===== config.mk =====
export PLATFORM = sky130hd
export DESIGN_NAME = cie_core
export DESIGN_NICKNAME = d
export VERILOG_FILES = /design/src/hw/cie_pkg.sv /design/src/hw/cie_core.sv
export SDC_FILE = /design/constraint.sdc
export NUM_CORES = 1
export LEC_CHECK = 0
export ABC_AREA = 1
export BUFFER_PORTS_ARGS = -buffer_cell sky130_fd_sc_hd__buf_2
export CORE_UTILIZATION = 35
export DETAILED_ROUTE_END_ITERATION = 8
export HOLD_SLACK_MARGIN = 0.15
export PLACE_DENSITY = 0.59
export SETUP_SLACK_MARGIN = 0.02
export SYNTH_ARGS = -nofsm -noshare
export SYNTH_HDL_FRONTEND = slang
export SYNTH_SLANG_ARGS = --single-unit

===== constraint.sdc =====
create_clock -name i_clk -period 3.15 [get_ports i_clk]
set_input_delay 0.1575 -clock i_clk [delete_from_list [all_inputs] [get_ports i_clk]]
set_output_delay 0.1575 -clock i_clk [all_outputs]
set_load 0.02 [all_outputs]

===== src/hw/cie_pkg.sv =====
// Package for the core instruction executor: encodings, widths, reset values
package cie_pkg;
	// ----------------------------------------
	// Widths and fields
	// ----------------------------------------
	localparam int INSN_W = 14;
	localparam int PC_W = 13;
	localparam int ADDR_W = 7;
	localparam int BITSEL_LSB = 7;
	localparam int DEST_BIT = 7;
	localparam int LATCH_HI = 4;
	localparam int LATCH_LO = 3;
	localparam int IRQ_EN_BIT = 7;
	localparam logic [7:0] ACC_RESET = 8'h00;
	localparam logic [12:0] PC_RESET = 13'h0000;
	// ----------------------------------------
	// Exact encodings
	// ----------------------------------------
	localparam logic [13:0] OP_CLRACC = 14'h0103;
	localparam logic [13:0] OP_WDTCLR = 14'h0064;
	localparam logic [13:0] OP_IRET = 14'h0009;
	// ----------------------------------------
	// Byte-op codes: six-bit in bits 13:8, four-bit in bits 13:10, three-bit in bits 13:11
	// ----------------------------------------
	localparam logic [5:0] OP6_MISC = 6'h00;
	localparam logic [5:0] OP6_CLR = 6'h01;
	localparam logic [5:0] OP6_DEC = 6'h03;
	localparam logic [5:0] OP6_MOV = 6'h08;
	localparam logic [5:0] OP6_COM = 6'h09;
	localparam logic [5:0] OP6_INC = 6'h0A;
	localparam logic [5:0] OP6_DECSZ = 6'h0B;
	localparam logic [5:0] OP6_INCSZ = 6'h0F;
	localparam logic [5:0] OP6_ORLIT = 6'h38;
	localparam logic [3:0] OP4_BTSS = 4'h7;
	localparam logic [3:0] OP4_LDLIT = 4'hC;
	localparam logic [2:0] OP3_CALL = 3'h4;
	localparam logic [2:0] OP3_GOTO = 3'h5;

	typedef enum logic [0:0] {ST_EXEC = 1'b0, ST_FLUSH = 1'b1} cie_phase_type;

	typedef struct packed {
		logic we;
		logic [6:0] addr;
		logic [7:0] data;
	} cie_wr_type;

	typedef struct packed {
		cie_phase_type phase;
		logic [12:0] pc;
		logic [7:0] acc;
		logic zero;
		logic expiry_n;
		logic sleep_n;
		logic irq_en;
	} cie_state_type;
endpackage

===== src/hw/cie_core.sv =====
// Execute stage of the 14-bit instruction core
// What this block does
// - Bit test skips next when bit is one
// - Taken skip flushes prefetch, costs one cycle
// - Clear register writes zero, sets zero flag
// - Call pushes return, loads literal and latch
// - Branch loads literal and latch bits only
// - Clear accumulator zeroes it, sets zero flag
// - Watchdog clear resets counter, sets both flags
// - Destination bit picks accumulator or register
// - Decrement, increment store result, update zero
// - Decrement-skip skips on zero, flags untouched
// - Increment-skip skips on zero, flags untouched
// - Complement inverts register, updates zero flag
// - OR literal into accumulator, updates zero
// - Move register to destination, updates zero
// - Interrupt return pops stack, sets enable
module cie_core (
	input wire logic i_clk,
	input wire logic i_reset,
	input wire logic [13:0] i_insn,
	input wire logic [7:0] i_reg_rdata,
	input wire logic [12:0] i_stack_head,
	input wire logic [4:0] i_pc_upper_latch,
	output logic [12:0] o_pc,
	output logic [6:0] o_reg_addr,
	output cie_pkg::cie_wr_type o_reg_wr,
	output logic [7:0] o_acc,
	output logic o_zero,
	output logic o_expiry_flag_n,
	output logic o_sleep_flag_n,
	output logic o_global_irq_enable,
	output logic o_stack_push,
	output logic [12:0] o_stack_push_data,
	output logic o_stack_pop,
	output logic o_watchdog_clear,
	output logic o_flush
);
	cie_pkg::cie_state_type state_reg;
	cie_pkg::cie_state_type state_next;
	logic [5:0] op6;
	logic [2:0] bit_sel;
	logic [7:0] alu;
	logic dest_reg;
	logic skip;
	logic redirect;
	logic exec;

	assign op6 = i_insn[13:8];
	assign bit_sel = i_insn[cie_pkg::BITSEL_LSB +: 3];
	assign o_reg_addr = i_insn[cie_pkg::ADDR_W-1:0];
	assign dest_reg = i_insn[cie_pkg::DEST_BIT];
	assign exec = (state_reg.phase == cie_pkg::ST_EXEC) && !i_reset;

	// ----------------------------------------
	// Decode and execute
	// ----------------------------------------
	always_comb
	begin
		state_next = state_reg;
		o_reg_wr = '0;
		o_reg_wr.addr = o_reg_addr;
		o_stack_push = 1'b0;
		o_stack_pop = 1'b0;
		o_watchdog_clear = 1'b0;
		alu = 8'h00;
		skip = 1'b0;
		redirect = 1'b0;
		if (state_reg.phase == cie_pkg::ST_FLUSH)
		begin
			// Discarded prefetch slot runs as a no-operation
			state_next.phase = cie_pkg::ST_EXEC;
			// Pc holds here so the word at the new pc is refetched and executed next
			state_next.pc = state_reg.pc;
		end
		else
		begin
			state_next.pc = state_reg.pc + 13'h0001;
			if (i_insn == cie_pkg::OP_CLRACC)
			begin
				state_next.acc = 8'h00;
				state_next.zero = 1'b1;
			end
			else if (i_insn == cie_pkg::OP_WDTCLR)
			begin
				o_watchdog_clear = 1'b1;
				state_next.expiry_n = 1'b1;
				state_next.sleep_n = 1'b1;
			end
			else if (i_insn == cie_pkg::OP_IRET)
			begin
				o_stack_pop = 1'b1;
				state_next.irq_en = 1'b1;
				state_next.pc = i_stack_head;
				redirect = 1'b1;
			end
			else if (i_insn[13:11] == cie_pkg::OP3_CALL || i_insn[13:11] == cie_pkg::OP3_GOTO)
			begin
				o_stack_push = (i_insn[13:11] == cie_pkg::OP3_CALL);
				// Upper PC bits come from the latch, not the current page
				state_next.pc = {i_pc_upper_latch[cie_pkg::LATCH_HI:cie_pkg::LATCH_LO], i_insn[10:0]};
				redirect = 1'b1;
			end
			else if (i_insn[13:10] == cie_pkg::OP4_BTSS)
				skip = i_reg_rdata[bit_sel];
			else if (i_insn[13:10] == cie_pkg::OP4_LDLIT)
				state_next.acc = i_insn[7:0];
			else if (op6 == cie_pkg::OP6_ORLIT)
			begin
				alu = state_reg.acc | i_insn[7:0];
				state_next.acc = alu;
				state_next.zero = (alu == 8'h00);
			end
			else if (op6 == cie_pkg::OP6_MISC && dest_reg)
			begin
				o_reg_wr.we = 1'b1;
				o_reg_wr.data = state_reg.acc;
			end
			else if (op6 == cie_pkg::OP6_CLR && dest_reg)
			begin
				o_reg_wr.we = 1'b1;
				state_next.zero = 1'b1;
			end
			else if (op6 == cie_pkg::OP6_DEC || op6 == cie_pkg::OP6_INC || op6 == cie_pkg::OP6_COM
				|| op6 == cie_pkg::OP6_MOV || op6 == cie_pkg::OP6_DECSZ || op6 == cie_pkg::OP6_INCSZ)
			begin
				case (op6)
					cie_pkg::OP6_DEC, cie_pkg::OP6_DECSZ: alu = i_reg_rdata - 8'h01;
					cie_pkg::OP6_INC, cie_pkg::OP6_INCSZ: alu = i_reg_rdata + 8'h01;
					cie_pkg::OP6_COM: alu = ~i_reg_rdata;
					default: alu = i_reg_rdata;
				endcase
				if (dest_reg)
				begin
					o_reg_wr.we = 1'b1;
					o_reg_wr.data = alu;
				end
				else
					state_next.acc = alu;
				if (op6 == cie_pkg::OP6_DECSZ || op6 == cie_pkg::OP6_INCSZ)
					skip = (alu == 8'h00);
				else
					state_next.zero = (alu == 8'h00);
			end
			if (skip || redirect)
				state_next.phase = cie_pkg::ST_FLUSH;
			// A taken skip steps over the discarded word in one go
			if (skip)
				state_next.pc = state_reg.pc + 13'h0002;
		end
		if (i_reset)
		begin
			// No side effects leave the core while it is held in reset
			o_reg_wr.we = 1'b0;
			o_stack_push = 1'b0;
			o_stack_pop = 1'b0;
			o_watchdog_clear = 1'b0;
			state_next = '0;
			state_next.acc = cie_pkg::ACC_RESET;
			state_next.pc = cie_pkg::PC_RESET;
			state_next.expiry_n = 1'b1;
			state_next.sleep_n = 1'b1;
		end
	end

	always_ff @(posedge i_clk)
	begin
		state_reg <= state_next;
	end

	assign o_stack_push_data = state_reg.pc + 13'h0001;
	assign o_pc = state_reg.pc;
	assign o_acc = state_reg.acc;
	assign o_zero = state_reg.zero;
	assign o_expiry_flag_n = state_reg.expiry_n;
	assign o_sleep_flag_n = state_reg.sleep_n;
	assign o_global_irq_enable = state_reg.irq_en;
	assign o_flush = (state_reg.phase == cie_pkg::ST_FLUSH);
endmodule


==> flow_summary.toml, run 1 <==
[global_routing]
gr-usage-all-layers_pct = 22.56
overflow = 0
grt_pass1_vias = 3433
grt_pass1_wl_um = 16180
grt_max_degree = 20
grt_antenna_before_repair = 0

[synthesis]
ys.flop_type = "dfxtp_1"
async_flop_share_pct = 0
synthCells = 545
syn_area_um2 = 3107
synth_edf_count = 0
yosysWarningCount = 0
ys_types = 43
syn_avg_cell_area_um2 = 5.700
ys_ff_latch = 24
seq_area_frac_synth_pct = 15.47

[finish]
layout.nets = 679
nFillCells = 1027
drive_gt1_share_pct = 22.17
antenna_cells = 0
finalNonFillerCells = 735
area_delta_synth_final_pct = 17.92
multi_input_area_um2 = 2098
seqCellArea_um2 = 480.5

[route]
wl_um = 10210
routedWlPerCell_um = 13.90
firstDrtPassIters = 5
drc = 0
routed_via_density = 5.078
ant_nets = 0
drt_iter0_markers = 166
vias = 3732

[placed_design]
place.gp.congestion = 0.8976
io_buffers = 101
placed_cells = 731
post-dp-hpwl_um = 8109

[clock_network]
htree_levels = 1
postCtsSetupBuffers = 0
cts_sinks = 24
cts_made_buffers = 3
cts_hold_buffers = 0
cts_resized = 0
path_clk_slew_ns = 0.10
cts_root_buf = "clkbuf_8"
cts_tree = "done"
insertion_delay_ns = 0.28
clk_path_buf_depth = 2

[sta]
slew_viol_final = 0
rsz0062_at_grt = "no"
period_minus_slack_ns = 2.694
fin_setup_tns_ns = 0
period_share_pct = 85.51
slew_headroom_pct = 46.38
tightest_slew_ns = 0.8033
hold_viol_final = 0
finClkSkew_ns = 0.003187
setup_viol = 0
fmax_mhz = 371.3

[setup_path]
start_kind = "primary input"
r2r_setup_slack_ns = 1.14
r2r-start = "o_pc[2]$_SDFFE_PP0N_"
cp-end-kind = "flop"
crit_arrival_ns = 2.86
worstPathMaxFanout = 12
critPathKind = "in2reg"
timing.rr.end = "o_pc[9]$_SDFFE_PP0N_"
critPathRequiredTime_ns = 3.32
r2r_cells = 12

[power_and_ir_drop]
total_power_mw = 1.076
ir_drop_uv = 172.8
powerDensity_nw_per_um2 = 293.6
leakage_nw = 2.023

[min_path]
hold_path.class = "in2reg"
hold_end = "o_acc[7]$_SDFFE_PP0P_"
hp-start = "i_reset"
hold-path-cell-count = 2

[die]
die_x_um = 96.22
die_h_um = 96.22
row_count = 34
core_um2 = 8636
io_pins = 107
initial_core_util_pct = 35.98
die_area_um2 = 9257

[job]
cap_violations = 0

[outcome]
status = "finished, final reports clean"
[placed cells by master, fill, tap and decap left out, types with 10 or more instances in the layout]
master and instances:
inv_1 78, a21oi_1 30, nand3_1 58, o21ai_0 29, buf_2 101, nand2_1 118
nor2_1 55, dfxtp_1 24, nor3_1 14, o21ai_1 10, xor2_1 17
[how the worst max path moves through the flow]
stage | startpoint | endpoint | slack, ns | cells past startpoint
finish | i_insn[11] | o_pc[3]$_SDFFE_PP0N_ | 0.46 | 19
global route | i_insn[9] | o_pc[7]$_SDFFE_PP0N_ | 0.13 | 19
CTS | i_insn[9] | o_pc[3]$_SDFFE_PP0N_ | 0.47 | 19
detailed placement | i_insn[9] | o_pc[3]$_SDFFE_PP0N_ | 0.18 | 19
global placement | i_insn[9] | o_pc[6]$_SDFFE_PP0N_ | 0.22 | 20
floorplan | i_insn[13] | o_pc[10]$_SDFFE_PP0N_ | 0.67 | 19
[critical path, cell delays in order]
cell and delay (ns):
buf_2 0.13, inv_2 0.05, nor2_4 0.12, nand3_1 0.16, nand2_1 0.11, inv_1 0.14
ha_1 0.39, a21oi_1 0.19, nand2_1 0.08, or2_1 0.21, nand3_1 0.07, nand3_1 0.13
nor2_1 0.20, nand4_1 0.15, nand2_2 0.11, buf_4 0.20, nand3_1 0.09, nand3_1 0.09
o21ai_1 0.08
[registers in the layout, indices dropped and copies added (netlist names)]
name and count:
o_pc 13, o_acc 8, o_global_irq_enable 1, o_flush 1, o_zero 1
[synth_stat cells, types with 7 or more instances]
library cell | n | area (um2)
a21oi_1 | 30 | 150.1
a22oi_1 | 7 | 52.55
buf_4 | 17 | 127.6
clkbuf_1 | 8 | 30.03
dfxtp_1 | 24 | 480.5
ha_1 | 8 | 100.1
inv_1 | 78 | 292.8
inv_2 | 8 | 30.03
nand2_1 | 118 | 442.9
nand3_1 | 58 | 290.3
nand4_1 | 8 | 50.05
nor2_1 | 55 | 206.5
nor3_1 | 14 | 70.07
o21ai_0 | 29 | 145.1
o21ai_1 | 10 | 50.05
xor2_1 | 17 | 148.9
[logic make-up after synthesis]
| logic type | after synthesis | share of synthesized area, % |
|---|---|---|
| xor gates and xnor gates | 18 | 5.074 |
| and+or+nand+nor | 279 | 40.84 |
| other | 1 | 0.1207 |
| AOI/OAI and AO/OA | 94 | 16.87 |
| buffers and inverters | 118 | 17.12 |
| muxes | 2 | 0.6444 |
| DFF | 24 | 15.47 |
| adders and majority gates | 9 | 3.866 |
[power breakdown]
group          total [mW]  switching (mW)  leakage (nW)  internal (mW)
registers           0.353          0.0292         0.196          0.324
clock network       0.288           0.118        0.0357          0.170
logic               0.435           0.286          1.79          0.148
[cell type report]
class	count	area share [%]
Clock buffer	3	1.127
Clock inverter	1	0.8197
Inverter	89	9.153
Multi-Input combinational cell	404	57.27
Sequential cell	24	13.11
Tap cell	108	3.689
Timing Repair Buffer	106	14.82
[metal layers]
metal | part of all wire, % | vias to the layer above | track usage, %
met5 | 0 | - | 0
met4 | 1.4 | 0 | 5.473
met3 | 5.9 | 14 | 3.081
met2 | 49 | 136 | 42.32
met1 | 44 | 1660 | 26.67
li1 | - | 1922 | -
[through the flow]
| step | hold WS, ns | util [%] | area, um2 | worst slack [ns] |
|---|---|---|---|---|
| finish | 0.2736 | 42.42 | 3664 | 0.4565 |
| floorplan | 0.3609 | - | 3110 | 0.6725 |
| detailed placement | 0.4453 | 41.60 | 3592 | 0.1750 |
| global placement | 0.4389 | 41.60 | 3592 | 0.2248 |
| CTS | 0.2694 | 42.42 | 3664 | 0.4748 |
| global route | 0.2743 | 42.42 | 3664 | 0.1287 |
(Power assumes the default switching activity.)
==> inputs of run 2 (changes only) <==
Settings changed: CORE_UTILIZATION 35 to 52, CTS_CLUSTER_SIZE set to 25, PLACE_DENSITY 0.59 to 0.82.
Clock period 3.15 ns to 2.55 ns, I/O delays scaled along.
==> flow_summary.toml, run 2 (synthesis results as in run 1) <==
[route]
drt_iter0_markers = 357
firstDrtPassIters = 6
drc = 0
wl_um = 11010
routed_via_density = 5.683
vias = 4160
ant_nets = 0
routedWlPerCell_um = 15.04

[job]
cap_violations = 0

[power_and_ir_drop]
leakage_nw = 2.224
ir_drop_uv = 308.1
powerDensity_nw_per_um2 = 345.7
total_power_mw = 1.449

[global_routing]
grt_pass1_vias = 3584
grt_max_degree = 17
overflow = 0
grt_antenna_before_repair = 0
grt_pass1_wl_um = 15950
gr-usage-all-layers_pct = 31.94

[setup_path]
r2r_setup_slack_ns = 0.56
cpLargestDelayFamily = "simple AND/OR/NAND/NOR gates"
crit_buf_inv = 4
cp.depth = 19
critPathKind = "in2reg"
path_cells = "buf_4 > inv_2 > nor2_4 > nand3_2 > nand2_2 > clkinvlp_4 > fa_2 > nand3_2 > nand2_2 > or2_1 > nand3_1 > nand3_2 > nor2_2 > nand4_1 > nand2_4 > buf_6 > nand3_1 > nand3_1 > o21ai_1"
start_kind = "primary input"
crit_arrival_ns = 2.81
r2r_cells = 12
cp-end-kind = "flop"
cp_slowest_cell = "fa_2"
worstPathMaxFanout = 7
critPathRequiredTime_ns = 2.72
max_stage_delay_ns = 0.48

[die]
die_x_um = 79.30
core_um2 = 5642
io_pins = 107
die_area_um2 = 6288
initial_core_util_pct = 55.07
row_count = 27
die_h_um = 79.30

[placed_design]
io_buffers = 101
placed_cells = 721
post-dp-hpwl_um = 7932
placed_area_um2 = 3742
place.gp.congestion = 0.9648

[sta]
slew_headroom_pct = 58.97
fmax_mhz = 378.7
setup_ws_ns = -0.09054
finClkSkew_ns = 0.002871
setup_viol = 14
hold_viol_final = 0
tightest_slew_ns = 0.6114
fin_setup_tns_ns = -0.7960
rsz0062_at_grt = "yes"
period_minus_slack_ns = 2.641
period_share_pct = 103.6
slew_viol_final = 0
hold_slack_ns = 0.2520

[outcome]
status = "finished with violations"
violations = "setup timing"

[clock_network]
path_clk_slew_ns = 0.10
htree_levels = 1
cts_root_buf = "clkbuf_8"
insertion_delay_ns = 0.28
clk_path_buf_depth = 2
cts_made_buffers = 3
cts_tree = "done"
cts_sinks = 24
cts_hold_buffers = 0

[finish]
finalNonFillerCells = 732
layout.nets = 712
largest_reg_flops = 13
final_cell_area_um2 = 4192
layout_commonest_cell = "nand2_1"
final_cell_mix = "nand2_1 (103), buf_2 (91), inv_1 (70)"
antenna_cells = 0
drive_gt1_share_pct = 34.39
area_delta_synth_final_pct = 34.92

[min_path]
hold-path-cell-count = 2
hold_path.class = "in2reg"
run 2: changes by cell type in the layout (fill, tap and decap cells not counted), moves of 7 or more:
cell,previous run,this run
nand2_1,118,103
buf_6,0,7
nand3_1,58,45
buf_2,101,91
nand2_2,1,13
inv_2,8,15
buf_4,5,39
inv_1,78,70
nand3_2,3,16
run 2: routing by layer:
metal,track usage [%],vias up,wire [um],share of wire (%)
met5,0,-,0,0
met4,13.45,0,425,3.9
met3,2.989,38,809,7.3
met2,57.50,252,5478,50
met1,38.32,1881,4295,39
li1,-,1989,-,-
run 2: final cells by class:
cell class                 instances  area [um2]
fill                             472        1450
tap                               72       90.09
sequential                        24       480.5
clock buffer                       3       41.29
clock inverter                     1       30.03
multi-input combinational        405        2369
timing repair buffer             138       842.1
inverter                          89       339.1
run 2: repair_timing:
item / 4_1_cts / 5_1_grt
endpoints found under the setup margin: 0 / 19
gates resized for setup: 0 / 82
setup buffers: 0 / 6
run 2: power by group:
part | internal, mW | switching (mW) | total [mW] | leakage, nW
Combinational | 0.252 | 0.411 | 0.663 | 1.99
Clock | 0.210 | 0.145 | 0.355 | 0.0357
Sequential | 0.400 | 0.0306 | 0.431 | 0.196
Total | 0.863 | 0.586 | 1.45 | 2.22
run 2: path summary, 6_finish.rpt:
check | endpoint | startpoint
max | o_pc[7]$_SDFFE_PP0N_ | i_insn[11]
min | o_acc[3]$_SDFFE_PP0P_ | i_reset
max reg2reg | o_pc[9]$_SDFFE_PP0N_ | o_pc[2]$_SDFFE_PP0N_
min reg2reg | o_global_irq_enable$_SDFFE_PP0P_ | o_global_irq_enable$_SDFFE_PP0P_
run 2: through the flow:
stage / utilization, % / setup WS [ns]
6_report: 74.30 / -0.09054
3_5_place_dp: 66.33 / -0.2075
2_1_floorplan: - / 0.1025
5_1_grt: 74.30 / -0.1927
3_3_place_gp: 66.33 / -0.07561
4_1_cts: 67.60 / 0.08595
==> inputs of run 3 (changes only) <==
Settings changed: RECOVER_POWER set to 50.
==> flow_summary.toml, run 3 (synthesis results as in run 1) <==
[route]
firstDrtPassIters = 7
vias = 4116
routedWlPerCell_um = 14.92
drc = 0
routed_via_density = 5.623
drt_iter0_markers = 365
ant_nets = 0
wl_um = 10920

[sta]
fmax_mhz = 378.4
finClkSkew_ns = 0.003778
rsz0062_at_grt = "yes"
setup_viol = 15
slew_headroom_pct = 60.04
hold_viol_final = 0
slew_viol_final = 0
period_minus_slack_ns = 2.643
tightest_slew_ns = 0.5954
setup_ws_ns = -0.09260
period_share_pct = 103.6

[die]
die_area_um2 = 6288
io_pins = 107
initial_core_util_pct = 55.07
row_count = 27
die_h_um = 79.30
core_um2 = 5642
die_x_um = 79.30

[clock_network]
path_clk_slew_ns = 0.10
cts_made_buffers = 3
htree_levels = 1
cts_hold_buffers = 0
cts_sinks = 24
insertion_delay_ns = 0.28
cts_root_buf = "clkbuf_8"
cts_tree = "done"
clk_path_buf_depth = 2

[power_and_ir_drop]
ir_drop_uv = 308.9
powerDensity_nw_per_um2 = 347.8
leakage_nw = 2.103

[placed_design]
io_buffers = 101
place_ws_ns = -0.2075
place.gp.congestion = 0.9648
post-dp-hpwl_um = 7932

[setup_path]
critPathKind = "in2reg"
cp-end-kind = "flop"
start_kind = "primary input"
worstPathMaxFanout = 7
crit_arrival_ns = 2.81
critPathRequiredTime_ns = 2.72

[global_routing]
grt_antenna_before_repair = 0
overflow = 0
gr-usage-all-layers_pct = 31.94
grt_pass1_wl_um = 15950
grt_max_degree = 17
grt_pass1_vias = 3584

[finish]
drive_gt1_share_pct = 29.24
area_delta_synth_final_pct = 33.55
nFillCells = 497
final_cell_mix = "nand2_1 (103), inv_1 (70), buf_2 (57)"
post-route-util_pct = 73.54
layout_commonest_cell = "nand2_1"
layout.nets = 712
largest_reg_flops = 13
antenna_cells = 0

[outcome]
violations = "setup timing"
status = "finished with violations"

[job]
cap_violations = 0

[min_path]
hold_path.class = "in2reg"
[run 3: changes by cell type in the layout (fill, tap and decap cells not counted), sizes merged]
cell	delta
buf	-34
clkbuf	+34
[run 3: layer usage]
layer | wire length (um) | GRT usage (%) | up-vias | part of all wire, %
met5 | 0 | 0 | - | 0
met4 | 438 | 13.45 | 0 | 4.0
met3 | 858 | 2.989 | 43 | 7.9
met2 | 5441 | 57.50 | 239 | 50
met1 | 4180 | 38.32 | 1846 | 38
li1 | - | - | 1988 | -
[run 3: repair_timing]
action,in CTS,in global routing
gates resized for setup,0,82
buffers inserted,0,6
endpoints found under the setup margin,0,19
[run 3: worst max-delay path, cell delays in order]
cell and delay, ns:
buf_8 0.10, nor2_4 0.14, nand3_2 0.10, nand2_2 0.10, clkinvlp_4 0.29, fa_2 0.48, buf_6 0.13, xor2_1 0.14
nand2_1 0.08, nand2_1 0.08, nor2_2 0.11, nand2_1 0.07, nor2_2 0.10, nand4_1 0.18, nand2_4 0.19, buf_6 0.15
nand3_1 0.07, nand3_1 0.09, o21ai_1 0.07
[run 3: final timing paths]
check / to / from / cells after the start / slack [ns]
setup / recovery: o_pc[7]$_SDFFE_PP0N_ / i_insn[13] / 19 / -0.09
hold / removal: o_acc[3]$_SDFFE_PP0P_ / i_reset / 2 / 0.25
setup reg to reg: o_pc[9]$_SDFFE_PP0N_ / o_pc[2]$_SDFFE_PP0N_ / 12 / 0.56
hold reg to reg: o_global_irq_enable$_SDFFE_PP0P_ / o_global_irq_enable$_SDFFE_PP0P_ / 2 / 0.48
[run 3: layout make-up]
class                      instances  area, um2  share of cell area [%]
inverter                          89      339.1                   8.172
multi-input combinational        405       2369                   57.09
tap                               72      90.09                   2.171
clock buffer                       3      41.29                  0.9952
timing repair buffer             138      799.5                   19.27
clock inverter                     1      30.03                  0.7238
sequential                        24      480.5                   11.58
[run 3: report_power, final]
part           switching (mW)  internal (mW)  total [mW]  leakage (nW)
logic                   0.410          0.244       0.655          1.87
clock network           0.147          0.210       0.358        0.0357
registers              0.0306          0.400       0.431         0.196
[run 3: stage by stage]
stage	area, um2	power (mW)	cells	TNS, ns	hold slack [ns]
5_1_grt	4149	1.526	732	-2.879	0.2387
3_3_place_gp	3742	0.9970	721	-0.7763	0.4359
4_1_cts	3814	1.364	725	0	0.2401
3_5_place_dp	3742	1.011	721	-2.362	0.4530
6_report	4149	1.443	732	-0.8555	0.2475
2_1_floorplan	3110	0.8149	546	0	0.3309
